**src/core/ext_irq_consts.svh**
```systemverilog
// Register offsets, address width, group count, reset values and sense codes of the external interrupt unit.
`ifndef EXT_IRQ_CONSTS_SVH
`define EXT_IRQ_CONSTS_SVH
`define EXT_IRQ_ADDR_W          8
`define EXT_IRQ_OFS_SENSE_LOW   8'h69
`define EXT_IRQ_OFS_SENSE_HIGH  8'h6A
`define EXT_IRQ_OFS_ENABLE_MASK 8'h3D
`define EXT_IRQ_OFS_FLAGS       8'h3C
`define EXT_IRQ_OFS_PC_CTRL     8'h68
`define EXT_IRQ_OFS_PC_FLAGS    8'h3B
`define EXT_IRQ_OFS_PC_MASK0    8'h6B
`define EXT_IRQ_OFS_PC_MASK1    8'h6C
`define EXT_IRQ_OFS_PC_MASK2    8'h6D
`define EXT_IRQ_RESET_BYTE      8'h00
`define EXT_IRQ_PC_GROUP_BITS   3
`define EXT_IRQ_SENSE_LOW_LEVEL 2'b00
`define EXT_IRQ_SENSE_ANY_EDGE  2'b01
`define EXT_IRQ_SENSE_FALLING   2'b10
`define EXT_IRQ_SENSE_RISING    2'b11
`endif

```
**src/core/ext_irq_pkg.sv**
```systemverilog
// Types shared by the external interrupt unit.
package ext_irq_pkg;
    typedef logic [1:0] sense_code_t;
    typedef logic [7:0] byte_t;
endpackage

```
**src/core/external_interrupt_unit.sv**
```systemverilog
// External pin and pin-change interrupt unit with its register file.
//
// Overview of operation
// - Pin activity raises requests even when pins are driven as outputs.
// - Group 2 covers inputs 23:16, group 1 inputs 15:8, group 0 inputs 7:0.
// - A pin-change input counts only when its per-group mask bit is set.
// - Pin-change activity is caught only through the clocked synchroniser; wake follows the group flags it sets.
// - Low-level sense keeps requesting while the enabled pin stays low.
// - Low level on pins 3:0 reaches wake asynchronously; edges are caught through the clocked synchroniser.
// - A low level on pins 3:0 gone before start-up ends wakes the part but raises no interrupt.
// - A pin interrupt is enabled only with its mask bit and global enable set.
// - Pins 3:0 use two-bit sense fields: low, any edge, falling, rising.
// - Pins 7:4 are sampled by the clock before edge detection.
// - Pins 7:4 sense: low, any change, falling or rising between samples.
// - Flags set on edge requests, clear on vector entry or write of one.
// - A pin flag stays cleared while the pin uses low-level sense.
// - Sleep with pins 3:0 disabled gates their input buffers, which may set flags.
// - A pin-change group is enabled only with its group bit and global enable.
// - Group flags set on a change, clear on vector entry or write of one.
`include "ext_irq_consts.svh"
`timescale 1ns/100ps
`default_nettype none
module external_interrupt_unit (
    input  wire logic        clk_i,
    input  wire logic        rst_i,
    input  wire logic        clk_en_i,
    input  wire logic [7:0]  ext_irq_pins_i,
    input  wire logic [23:0] pin_change_inputs_i,
    input  wire logic        global_irq_enable_i,
    input  wire logic        sleep_i,
    input  wire logic        startup_done_i,
    input  wire logic [10:0] vector_ack_i,
    input  wire logic [7:0]  addr_i,
    input  wire logic [7:0]  wdata_i,
    input  wire logic        wr_i,
    input  wire logic        rd_i,
    output logic      [7:0]  rdata_o,
    output logic      [7:0]  pin_irq_req_o,
    output logic      [2:0]  group_irq_req_o,
    output logic             wake_o,
    output logic             irq_o
);
    ext_irq_pkg::byte_t ext_irq_sense_low;
    ext_irq_pkg::byte_t ext_irq_sense_high;
    ext_irq_pkg::byte_t ext_irq_enable_mask;
    ext_irq_pkg::byte_t ext_irq_flags;
    logic [2:0]         pin_change_group_enable;
    logic [2:0]         pin_change_group_flag;
    ext_irq_pkg::byte_t pin_change_mask_g0;
    ext_irq_pkg::byte_t pin_change_mask_g1;
    ext_irq_pkg::byte_t pin_change_mask_g2;
    logic [7:0]         pin_meta;
    logic [7:0]         pin_sync;
    logic [7:0]         pin_prev;
    logic [23:0]        pc_meta;
    logic [23:0]        pc_sync;
    logic [23:0]        pc_prev;
    logic [7:0]         pin_gated;
    logic [7:0]         edge_hit;
    logic [7:0]         level_hit;
    logic [23:0]        pc_toggle;
    logic [2:0]         group_hit;
    logic               wr_flags;
    logic               wr_pc_flags;
    logic               level_seen;

    function automatic ext_irq_pkg::sense_code_t sense_of(input logic [15:0] s, input int n);
        sense_of = s[2*n +: 2];
    endfunction

    function automatic logic reg_hit(input logic [7:0] a, input logic [7:0] ofs);
        reg_hit = (a == ofs);
    endfunction

    // Pins driven as outputs still loop back through the input path, so software can raise requests.
    // In sleep, pins 3:0 with disabled interrupts have their buffers gated and read low.
    always_comb begin
        pin_gated = ext_irq_pins_i;
        for (int i = 0; i < 4; i++) begin
            if (sleep_i && !ext_irq_enable_mask[i]) begin
                pin_gated[i] = 1'b0;
            end
        end
    end

    // Two flip-flops bring pins into the clock domain; the first stage feeds only the second.
    // Low-level wake on pins 3:0 is formed from raw pin levels so it works while the clock is halted.
    always_ff @(posedge clk_i) begin
        if (rst_i) begin
            pin_meta <= `EXT_IRQ_RESET_BYTE;
            pin_sync <= `EXT_IRQ_RESET_BYTE;
            pin_prev <= `EXT_IRQ_RESET_BYTE;
            pc_meta  <= 24'h00_0000;
            pc_sync  <= 24'h00_0000;
            pc_prev  <= 24'h00_0000;
        end else if (clk_en_i) begin
            pin_meta <= pin_gated;
            pin_sync <= pin_meta;
            pin_prev <= pin_sync;
            pc_meta  <= pin_change_inputs_i;
            pc_sync  <= pc_meta;
            pc_prev  <= pc_sync;
        end
    end

    always_comb begin
        edge_hit  = 8'h00;
        level_hit = 8'h00;
        for (int i = 0; i < 8; i++) begin
            case (sense_of({ext_irq_sense_high, ext_irq_sense_low}, i))
                `EXT_IRQ_SENSE_LOW_LEVEL: level_hit[i] = !pin_sync[i];
                `EXT_IRQ_SENSE_ANY_EDGE:  edge_hit[i]  = pin_sync[i] ^ pin_prev[i];
                `EXT_IRQ_SENSE_FALLING:   edge_hit[i]  = pin_prev[i] & !pin_sync[i];
                `EXT_IRQ_SENSE_RISING:    edge_hit[i]  = !pin_prev[i] & pin_sync[i];
                default:                  edge_hit[i]  = 1'b0;
            endcase
        end
    end

    assign pc_toggle = pc_sync ^ pc_prev;
    assign group_hit[0] = |(pc_toggle[7:0]   & pin_change_mask_g0);
    assign group_hit[1] = |(pc_toggle[15:8]  & pin_change_mask_g1);
    assign group_hit[2] = |(pc_toggle[23:16] & pin_change_mask_g2);

    assign wr_flags    = wr_i && reg_hit(addr_i, `EXT_IRQ_OFS_FLAGS);
    assign wr_pc_flags = wr_i && reg_hit(addr_i, `EXT_IRQ_OFS_PC_FLAGS);

    always_ff @(posedge clk_i) begin
        if (rst_i) begin
            ext_irq_sense_low       <= `EXT_IRQ_RESET_BYTE;
            ext_irq_sense_high      <= `EXT_IRQ_RESET_BYTE;
            ext_irq_enable_mask     <= `EXT_IRQ_RESET_BYTE;
            pin_change_group_enable <= 3'h0;
            pin_change_mask_g0      <= `EXT_IRQ_RESET_BYTE;
            pin_change_mask_g1      <= `EXT_IRQ_RESET_BYTE;
            pin_change_mask_g2      <= `EXT_IRQ_RESET_BYTE;
        end else if (clk_en_i && wr_i) begin
            // Changing a sense field with the pin enabled may fire a spurious request.
            if (reg_hit(addr_i, `EXT_IRQ_OFS_SENSE_LOW))   ext_irq_sense_low   <= wdata_i;
            if (reg_hit(addr_i, `EXT_IRQ_OFS_SENSE_HIGH))  ext_irq_sense_high  <= wdata_i;
            if (reg_hit(addr_i, `EXT_IRQ_OFS_ENABLE_MASK)) ext_irq_enable_mask <= wdata_i;
            if (reg_hit(addr_i, `EXT_IRQ_OFS_PC_CTRL)) begin
                pin_change_group_enable <= wdata_i[2:0];
            end
            if (reg_hit(addr_i, `EXT_IRQ_OFS_PC_MASK0))    pin_change_mask_g0  <= wdata_i;
            if (reg_hit(addr_i, `EXT_IRQ_OFS_PC_MASK1))    pin_change_mask_g1  <= wdata_i;
            if (reg_hit(addr_i, `EXT_IRQ_OFS_PC_MASK2))    pin_change_mask_g2  <= wdata_i;
        end
    end

    // A new event beats a clear in the same cycle so no request is lost.
    always_ff @(posedge clk_i) begin
        if (rst_i) begin
            ext_irq_flags <= `EXT_IRQ_RESET_BYTE;
        end else if (clk_en_i) begin
            for (int i = 0; i < 8; i++) begin
                if (sense_of({ext_irq_sense_high, ext_irq_sense_low}, i) == `EXT_IRQ_SENSE_LOW_LEVEL) begin
                    ext_irq_flags[i] <= 1'b0;
                end else if (edge_hit[i]) begin
                    ext_irq_flags[i] <= 1'b1;
                end else if (vector_ack_i[i] || (wr_flags && wdata_i[i])) begin
                    ext_irq_flags[i] <= 1'b0;
                end
            end
        end
    end

    always_ff @(posedge clk_i) begin
        if (rst_i) begin
            pin_change_group_flag <= 3'h0;
        end else if (clk_en_i) begin
            for (int g = 0; g < `EXT_IRQ_PC_GROUP_BITS; g++) begin
                if (group_hit[g]) begin
                    pin_change_group_flag[g] <= 1'b1;
                end else if (vector_ack_i[8+g] || (wr_pc_flags && wdata_i[g])) begin
                    pin_change_group_flag[g] <= 1'b0;
                end
            end
        end
    end

    // Level requests are withheld until start-up completes; a level gone by then raises nothing.
    // The source must hold the level until the instruction ends.
    assign level_seen = startup_done_i;

    always_comb begin
        for (int i = 0; i < 8; i++) begin
            pin_irq_req_o[i] = global_irq_enable_i && ext_irq_enable_mask[i]
                               && (ext_irq_flags[i] || (level_hit[i] && level_seen));
        end
        for (int g = 0; g < 3; g++) begin
            group_irq_req_o[g] = global_irq_enable_i && pin_change_group_enable[g]
                                 && pin_change_group_flag[g];
        end
    end

    assign irq_o = |pin_irq_req_o || |group_irq_req_o;

    // Low-level wake uses the raw pins, since in sleep the clock that feeds the synchroniser is halted.
    always_comb begin
        wake_o = 1'b0;
        for (int i = 0; i < 4; i++) begin
            if (ext_irq_enable_mask[i] && !pin_gated[i]
                && sense_of({ext_irq_sense_high, ext_irq_sense_low}, i) == `EXT_IRQ_SENSE_LOW_LEVEL) begin
                wake_o = 1'b1;
            end
        end
        if (|ext_irq_flags[3:0] || |pin_change_group_flag) begin
            wake_o = 1'b1;
        end
    end

    always_ff @(posedge clk_i) begin
        if (rst_i) begin
            rdata_o <= `EXT_IRQ_RESET_BYTE;
        end else if (clk_en_i) begin
            rdata_o <= `EXT_IRQ_RESET_BYTE;
            if (rd_i) begin
                case (addr_i)
                    `EXT_IRQ_OFS_SENSE_LOW:   rdata_o <= ext_irq_sense_low;
                    `EXT_IRQ_OFS_SENSE_HIGH:  rdata_o <= ext_irq_sense_high;
                    `EXT_IRQ_OFS_ENABLE_MASK: rdata_o <= ext_irq_enable_mask;
                    `EXT_IRQ_OFS_FLAGS:       rdata_o <= ext_irq_flags;
                    `EXT_IRQ_OFS_PC_CTRL:     rdata_o <= {5'h00, pin_change_group_enable};
                    `EXT_IRQ_OFS_PC_FLAGS:    rdata_o <= {5'h00, pin_change_group_flag};
                    `EXT_IRQ_OFS_PC_MASK0:    rdata_o <= pin_change_mask_g0;
                    `EXT_IRQ_OFS_PC_MASK1:    rdata_o <= pin_change_mask_g1;
                    `EXT_IRQ_OFS_PC_MASK2:    rdata_o <= pin_change_mask_g2;
                    default:                  rdata_o <= `EXT_IRQ_RESET_BYTE;
                endcase
            end
        end
    end
endmodule // external_interrupt_unit
`default_nettype wire

```
**config.mk**
```make
export PLATFORM = sky130hd
export DESIGN_NAME = external_interrupt_unit
export DESIGN_NICKNAME = d
export VERILOG_FILES = /design/src/core/ext_irq_pkg.sv /design/src/core/external_interrupt_unit.sv
export VERILOG_INCLUDE_DIRS = /design/src /design/src/core
export SDC_FILE = /design/constraint.sdc
export NUM_CORES = 1
export LEC_CHECK = 0
export BUFFER_PORTS_ARGS = -buffer_cell sky130_fd_sc_hd__buf_2
export CORE_UTILIZATION = 60
export DETAILED_ROUTE_END_ITERATION = 10
export PLACE_DENSITY = 0.82
export SLEW_MARGIN = 20
export SYNTH_ARGS = -nofsm -noshare
export SYNTH_HDL_FRONTEND = slang
export SYNTH_SLANG_ARGS = --single-unit
```
**constraint.sdc**
```tcl
create_clock -name clk_i -period 4.75 [get_ports clk_i]
set_input_delay 0.2375 -clock clk_i [delete_from_list [all_inputs] [get_ports clk_i]]
set_output_delay 0.2375 -clock clk_i [all_outputs]
set_load 0.05 [all_outputs]
```
[Word level (Yosys, flattened, before mapping)]
Index checks and enable logic that the tools add are counted.
Operators by class
  muxes and demuxes: 57
  bitwise gates (word level): 28
  equal/unequal tests: 33
  reductions and logical operators: 145
Operator list (count)
  one-hot mux 8 bit (9 select lines): 1
  logical AND 1 bit: 56
  equality test 8 x 7 -> 1 bit, second input constant: 6
  2-to-1 mux 1 bit: 47
  AND reduction 2 bit: 18
  equality test 2 bit, second input constant: 16
  OR reduction 8 bit: 4
  bitwise AND 8 bit: 3
  equality test 8 x 6 -> 1 bit, second input constant: 3
  logical NOT 1 bit: 24
  one-hot mux 1 bit (3 select lines): 8
  nonzero test 3 bit: 8
  bitwise XOR 24 bit: 1
  logical OR 1 bit: 21
  bitwise AND 1 bit: 16
  equality test 2 x 1 -> 1 bit, second input constant: 8
  logical NOT 2 bit: 8
  2-to-1 mux 8 bit: 1
  bitwise XOR 1 bit: 8
  nonzero test 2 bit: 3
  OR reduction 3 bit: 2
  OR reduction 4 bit: 1
Word-level totals
  input bits: 67
  register bits after elaboration: 166
  word-level logic and storage cells: 288
  output and inout port bits: 21

[Depth between registers and ports, before layout]
Gate-level depths: netlist of run 1.
  depth after elaboration: 11
  mapped depth: 7
  mapped depth without buffers: 7

[Worst setup path before layout of run 1]
OpenSTA, ideal clock, no wires.
  kind: flip-flop to output port
  start point: reg ext_irq_sense_high[7]
  end point: out irq_o
  path slack: 2.693 ns
  arrival time: 1.820 ns
  cell stages (with the launch flop): 6
  cells stage by stage: dfxtp_1 nor2_1 and3_1 o211a_1 nor4_1 nand4b_1
Between the ends
  longest elaborated chain between the ends: 7
Ends and longest elaborated chain
  start: declaration: RTL line external_interrupt_unit.sv:44  | ext_irq_pkg::byte_t ext_irq_sense_high;
  start signal: assignment: RTL line external_interrupt_unit.sv:131  | ext_irq_sense_high <= `EXT_IRQ_RESET_BYTE;
  start signal: assignment: RTL line external_interrupt_unit.sv:140  | if (reg_hit(addr_i, `EXT_IRQ_OFS_SENSE_HIGH)) ext_irq_sense_high <= wdata_i;
  logical NOT 2 bit: RTL line external_interrupt_unit.sv:110  | case (sense_of({ext_irq_sense_high, ext_irq_sense_low}, i))
  2-to-1 mux 1 bit: RTL line external_interrupt_unit.sv:110
  logical AND 1 bit: RTL line external_interrupt_unit.sv:189  | && (ext_irq_flags[i] || (level_hit[i] && level_seen));
  logical OR 1 bit: RTL line external_interrupt_unit.sv:189
  logical AND 1 bit: RTL line external_interrupt_unit.sv:189
  net pin_irq_req_o[7]: RTL line external_interrupt_unit.sv:38  | output logic [7:0] pin_irq_req_o,
  OR reduction 8 bit: RTL line external_interrupt_unit.sv:197  | assign irq_o = |pin_irq_req_o || |group_irq_req_o;
  logical OR 1 bit: RTL line external_interrupt_unit.sv:197
  end: declaration: RTL line external_interrupt_unit.sv:41  | output logic irq_o
The timed path passes the listed nets, and every way through them passes these cells.

[Worst setup path after layout of run 1]
  start point: reg ext_irq_sense_high[0]
  end point: out irq_o
Between the ends
  longest elaborated chain between the ends: 7
Ends and longest elaborated chain (RTL line)
  logical NOT 2 bit: external_interrupt_unit.sv:110
  2-to-1 mux 1 bit: external_interrupt_unit.sv:110
  logical AND 1 bit: external_interrupt_unit.sv:189
  logical OR 1 bit: external_interrupt_unit.sv:189
  logical AND 1 bit: external_interrupt_unit.sv:189
  OR reduction 8 bit: external_interrupt_unit.sv:197
  logical OR 1 bit: external_interrupt_unit.sv:197
No other way between the ends.

==> results of run 1 <==
[critical path: cells and delay by family, from the launching register on]
kind	cells	cell delay (ps)
AND/OR/NAND/NOR	4	670
flip-flops	1	450
buffers and inverters	1	230
AO/OA/AOI/OAI	1	240
[final cells by class]
| class | instances | area, µm² |
|---|---|---|
| clock inverters | 11 | 136 |
| flip-flops and latches | 166 | 3320 |
| fillers | 945 | 3780 |
| clock buffers | 21 | 470 |
| repair buffers | 90 | 467 |
| inverters | 21 | 78.8 |
| well taps | 172 | 215 |
| multi-input cells | 586 | 4100 |
[synthesized netlist by cell type (all sizes together), types with 2 or more instances]
master / number
a31o: 2
o211ai: 13
a311oi: 3
nand3: 8
a21oi: 17
o22ai: 5
a2bb2oi: 4
a211oi: 9
and2: 6
clkbuf: 33
nand3b: 2
o211a: 8
inv: 21
nand2: 29
nor2b: 4
mux2i: 151
and4bb: 2
a221oi: 2
nand4bb: 3
buf: 16
nand2b: 10
nor4b: 4
o21ai: 22
and4b: 2
a41o: 3
nor3: 5
o32ai: 3
ha: 16
nor2: 170
and3: 12
nor4: 5
nand4b: 3
a22oi: 27
dfxtp: 166
xor2: 24
nand4: 3
[worst paths after layout]
check,startpoint,to,cells after the start
hold / removal,pin_change_inputs_i[18],pc_meta[18]$_SDFFE_PP0P_,3
setup reg to reg,ext_irq_sense_low[1]$_SDFFE_PP0P_,rdata_o[1]$_SDFFE_PP0P_,5
hold reg to reg,rdata_o[1]$_SDFFE_PP0P_,rdata_o[1]$_SDFFE_PP0P_,2
setup / recovery,ext_irq_sense_high[0]$_SDFFE_PP0P_,irq_o,6
[registers in the layout, summed over array words and instances (netlist names)]
signal,count
pin_change_mask_g1,8
pin_change_mask_g0,8
pc_sync,24
ext_irq_flags,8
pc_prev,24
rdata_o,8
pin_sync,8
pin_meta,8
pin_change_group_enable,3
ext_irq_sense_high,8
ext_irq_sense_low,8
ext_irq_enable_mask,8
pin_prev,8
pc_meta,24
pin_change_group_flag,3
pin_change_mask_g2,8
[cell families after synthesis]
logic type / synth area share, %
AND/OR/NAND/NOR: 16.9
flip-flops: 43.1
multiplexers: 19.6
AO/OA/AOI/OAI: 11.2
buffers and inverters: 3.83
XOR/XNOR: 2.73
adder cells (fa/ha/maj): 2.60
[through the flow]
stage	util, %	setup WS (ps)
2_1_floorplan	-	2690
3_3_place_gp	65.1	2500
3_5_place_dp	65.1	2430
4_1_cts	69.9	2490
5_1_grt	69.9	2330
6_report	69.9	2480
[routing by layer]
layer	vias to the layer above	part of all wire (%)
li1	3036	-
met1	2927	43
met2	262	46
met3	53	7.9
met4	0	3.1
met5	-	0
[power breakdown]
part / switching [mW] / leakage, nW / internal [mW]
logic: 0.127 / 2.19 / 0.0835
registers: 0.0251 / 1.35 / 1.42
clock network: 0.572 / 0.292 / 0.826
==> results_dict.tcl, run 1 <==
set metrics [dict create \
    numPortBuffers 87 \
    dieArea_um2 13300 \
    final_tns_setup_ps 0 \
    grt_pass1_wl_mm 29.4 \
    critical_path.max_fanout 5 \
    placedInstanceArea_um2 8180 \
    std_cell_rows 41 \
    route.antenna.remaining_nets 0 \
    remaining_drc_errors 0 \
    synth-async-reset-ratio_pct 0 \
    timing.critical_path.slowest_cell_delay_ps 450 \
    timing.hold.ws_ps 41.6 \
    initial_core_util_pct 61.4 \
    static-leakage-power_nw 3.83 \
    cts_buffers 17 \
    gr-max-usage-layer "met2" \
    route.vias.total 6278 \
    vdd.ir_drop.worst_mv 0.295 \
    worst_clock_skew_ps 7.98 \
    unrepaired_setup_endpoints_after_global_routing "false" \
    synthDominantCellAreaShare_pct 43.1 \
    cts_tree "yes" \
    hold_class "in2reg" \
    floorplan.io_pins 88 \
    sequential_cell_area_fraction_in_the_yosys_report_pct 43.1 \
    clk_pin_slew_worst_paths_ps 60 \
    global_route.usage.met3_pct 6.96 \
    cts_root_buf "sky130_fd_sc_hd__clkbuf_16" \
    cts_resized 0 \
    slew_violations 0 \
    cts_htree_levels 4 \
    drt-pass1-iter-count 6 \
    maxSlewHeadroom_pct 41.6 \
    postSynthNetCount 905 \
    cts-root-to-sink-buffers 2 \
    die_y_um 115 \
    finalNonFillerCells 1067 \
    antenna_found_initial 0 \
    r2r_setup_slk_ps 3170 \
    critical_path_class "reg2out" \
    crit_arrival_ps 2030 \
    clock_sink_count 166 \
    mappedNetlistArea_um2 7710 \
    globalRouteOverflowTotal 0 \
    worst_setup_path_start_kind "flop" \
    cts_hold_repair.buffers 0 \
    grt_start_max_net_pins 84 \
    post_cts_setup_buffers 0 \
    synthTopCellsByArea "sky130_fd_sc_hd__dfxtp_1, sky130_fd_sc_hd__mux2i_1, sky130_fd_sc_hd__nor2_1, sky130_fd_sc_hd__xor2_1, sky130_fd_sc_hd__a22oi_1" \
    run_status "completed" \
    grt.total_usage_pct 28.8 \
    worstSetupEndpointType "output pin" \
    layout.cells.most_common "sky130_fd_sc_hd__nor2_1" \
    ys.flop_type "sky130_fd_sc_hd__dfxtp_1" \
    mean_cell_area_of_the_mapped_netlist_um2 9.38 \
    yosys_warnings 0 \
    die_x_um 115 \
    post_layout_min_period_ps 2270 \
    post_synth_edffs 0 \
    global_route.usage.met1_pct 38.2 \
    period_share_pct 47.7 \
    final_area_um2 8790 \
    hold_viol 0 \
    max_cap_violations 0 \
    drt_wl_total_mm 18.5 \
    yosys_register_bits 166 \
    timing_worst_slew_pin_value_ps 876 \
    synthDominantAreaCellType "sky130_fd_sc_hd__dfxtp_1" \
    power.density_cell_area_nw_per_um2 348 \
    initialDrtViolationCount 607 \
    timing.final.setup_violations 0 \
    drive_above_1_share_pct 15.0 \
    synthToLayoutAreaGrowth_pct 13.9 \
    clock_latency_ps 430 \
    routedWlPerCell_um 17.4 \
    place_hpwl_mm 12.3 \
    place.detailed.instances 1035 \
    vias_per_cell 5.88 \
    gp_congestion 0.988 \
    placeable_core_area_um2 12600 \
    number_of_global_route_vias_before_repair 5749 \
    cpMaxStageDelayCell "sky130_fd_sc_hd__dfxtp_1" \
    worst_ep_required_time_ps 4510 \
    fin_total_pwr_mw 3.06 \
    yosys.cell_types.count 56 \
    max_freq_mhz 441 \
    groute.layer.met2.usage_pct 44.9 \
    n_antenna_cell 0 \
    highest_count_cells_in_the_layout_ignoring_fill_and_taps "sky130_fd_sc_hd__nor2_1, sky130_fd_sc_hd__dfxtp_1, sky130_fd_sc_hd__mux2i_1" \
    path_cells "nor2_1 > and3_1 > o211a_1 > nor4_1 > nand4b_1 > buf_2" \
    number_of_nets_in_the_layout 965 \
    syn_inst 822 \
]
No activity file was read; power rests on OpenSTA's default activity.
==> run 2: changes to the inputs <==
--- a/config.mk
+++ b/config.mk
@@ -7,9 +7,9 @@
 export NUM_CORES = 1
 export LEC_CHECK = 0
 export BUFFER_PORTS_ARGS = -buffer_cell sky130_fd_sc_hd__buf_2
-export CORE_UTILIZATION = 60
+export CORE_UTILIZATION = 53
 export DETAILED_ROUTE_END_ITERATION = 10
-export PLACE_DENSITY = 0.82
+export PLACE_DENSITY = 0.76
 export SLEW_MARGIN = 20
 export SYNTH_ARGS = -nofsm -noshare
 export SYNTH_HDL_FRONTEND = slang
==> constraint.sdc (replaced) <==
create_clock -name clk_i -period 1.96 [get_ports clk_i]
set_input_delay 0.098 -clock clk_i [delete_from_list [all_inputs] [get_ports clk_i]]
set_output_delay 0.098 -clock clk_i [all_outputs]
set_load 0.05 [all_outputs]
==> run 2 against run 1 <==
Effect of this change: non-clock buffer count increased by 65; highest routed layer unchanged; worst hold slack got worse by 7.9 ps; power increased by 150%; clock power increased by 140%; count of clock-buffer cells in the layout decreased by 3; final cell count increased by 6.8%; first-iteration DRC count increased by 9.1%.
==> results_dict.tcl, run 2 (synthesis results as in run 1) <==
set metrics [dict create \
    worst_ep_required_time_ps 1860 \
    cts_root_buf "sky130_fd_sc_hd__clkbuf_16" \
    largest_registers "pc_meta: 24 flops, pc_prev: 24 flops, pc_sync: 24 flops" \
    route.vias.total 6442 \
    number_of_global_route_vias_before_repair 6091 \
    die_y_um 123 \
    grt.total_usage_pct 27.4 \
    critical_path_class "reg2out" \
    worstRegToRegCells 6 \
    remaining_drc_errors 0 \
    dieArea_um2 15000 \
    grt_start_max_net_pins 97 \
    cts_tree "yes" \
    fin_total_pwr_mw 7.49 \
    initial_core_util_pct 54.9 \
    clock_latency_ps 430 \
    worst_setup_path_start_kind "flop" \
    crit_arrival_ps 1850 \
    clock_sink_count 166 \
    hold_class "in2reg" \
    max_cap_violations 0 \
    drive_above_1_share_pct 19.2 \
    post_layout_min_period_ps 1950 \
    worst_clock_skew_ps 10.2 \
    placeable_core_area_um2 14000 \
    drt_wl_total_mm 20.0 \
    switching_component_of_the_power_mw 1.86 \
    std_cell_rows 43 \
    critical_path.max_fanout 2 \
    maxUsedRoutingLayer "met4" \
    n_antenna_cell 0 \
    cts_buffers 17 \
    place_hpwl_mm 13.4 \
    slew_violations 0 \
    period_share_pct 99.6 \
    synthToLayoutAreaGrowth_pct 22.9 \
    gp_congestion 0.935 \
    vias_per_cell 5.65 \
    power_frac_clock_pct 45.2 \
    final_tns_setup_ps 0 \
    routedWlPerCell_um 17.6 \
    numPortBuffers 87 \
    drt-met1-wl_mm 9.49 \
    antenna_found_initial 0 \
    placedInstanceArea_um2 8400 \
    initialDrtViolationCount 662 \
    floorplan.io_pins 88 \
    grt_pass1_wl_mm 31.5 \
    unrepaired_setup_endpoints_after_global_routing "true" \
    power.density_cell_area_nw_per_um2 790 \
    min_path_cells 3 \
    static-leakage-power_nw 4.15 \
    timing_worst_slew_pin_value_ps 784 \
    route.antenna.remaining_nets 0 \
    finalNonFillerCells 1140 \
    cts-root-to-sink-buffers 2 \
    layout.cells.most_common "sky130_fd_sc_hd__nor2_1" \
    final_area_um2 9480 \
    cts_htree_levels 4 \
    power.share.combinational_pct 8.1 \
    run_status "completed" \
    drt-pass1-iter-count 5 \
    internal_power_mw 5.63 \
    maxSlewHeadroom_pct 47.4 \
    number_of_nets_in_the_layout 1030 \
    power.share.switching_pct 24.8 \
    die_x_um 123 \
    vdd.ir_drop.worst_mv 0.682 \
    clk_pin_slew_worst_paths_ps 70 \
    route.met2.wl_mm 8.97 \
    worstSetupEndpointType "output pin" \
    met3WireLength_mm 1.20 \
    hold_viol 0 \
    highest_count_cells_in_the_layout_ignoring_fill_and_taps "sky130_fd_sc_hd__nor2_1, sky130_fd_sc_hd__mux2i_1, sky130_fd_sc_hd__dfxtp_1" \
    max_freq_mhz 512 \
    place.detailed.instances 1065 \
    globalRouteOverflowTotal 0 \
    timing.final.setup_violations 0 \
    pwr-share-seq_pct 46.7 \
]
==> run 2: path summary, 6_finish.rpt <==
| check | startpoint | end | slack (ps) |
|---|---|---|---|
| min reg2reg | rdata_o[0]$_SDFFE_PP0P_ | rdata_o[0]$_SDFFE_PP0P_ | 450 |
| max reg2reg | ext_irq_sense_low[1]$_SDFFE_PP0P_ | rdata_o[1]$_SDFFE_PP0P_ | 370 |
| max | pin_sync[2]$_SDFFE_PP0P_ | irq_o | 7 |
| min | ext_irq_pins_i[3] | pin_meta[3]$_SDFFE_PP0P_ | 30 |
==> run 2: layout make-up <==
class                      instances  area, µm²
inverter                          21       78.8
tap                              180        225
fill                            1080       4560
clock inverter                    14        164
sequential                       166       3360
multi-input combinational        586       4110
clock buffer                      18        429
timing repair buffer             155       1110
==> run 2: stage by stage <==
step / setup WS [ps] / utilization, % / hold WS (ps)
2_1_floorplan: 42.5 / - / 242
3_3_place_gp: 184 / 59.9 / 331
3_5_place_dp: 131 / 59.9 / 338
4_1_cts: 5.03 / 67.4 / 14.4
5_1_grt: -28.4 / 67.5 / 35.2
6_report: 7.32 / 67.5 / 33.7
==> run 2: power groups by stage <==
stage | combinational, mW | sequential, mW | clock (mW)
2_1_floorplan | 0.346 | 3.57 | 0
3_3_place_gp | 0.532 | 3.58 | 0
3_5_place_dp | 0.536 | 3.59 | 0
4_1_cts | 0.599 | 3.50 | 3.41
5_1_grt | 0.658 | 3.51 | 3.56
6_report | 0.607 | 3.50 | 3.38
==> run 2: critical path, stage by stage, from the launching register on <==
cell	delay, ps
sky130_fd_sc_hd__dfxtp_2	340
sky130_fd_sc_hd__inv_2	40
sky130_fd_sc_hd__and3_4	170
sky130_fd_sc_hd__o211a_1	250
sky130_fd_sc_hd__nor4_2	300
sky130_fd_sc_hd__nand4b_1	140
sky130_fd_sc_hd__buf_6	180
==> run 2: layer usage <==
| layer | vias up | track usage [%] |
|---|---|---|
| li1 | 3152 | - |
| met1 | 3052 | 37.9 |
| met2 | 201 | 41.4 |
| met3 | 37 | 6.04 |
| met4 | 0 | 10.3 |
| met5 | - | 0 |
==> run 2: repair_timing <==
action,4_1_cts,5_1_grt
pin swaps,4,3
gates cloned,0,0
endpoints found under the hold margin,39,0
resized for setup,20,12
hold buffers,39,0
setup buffers,4,0
setup endpoints to repair,1,1
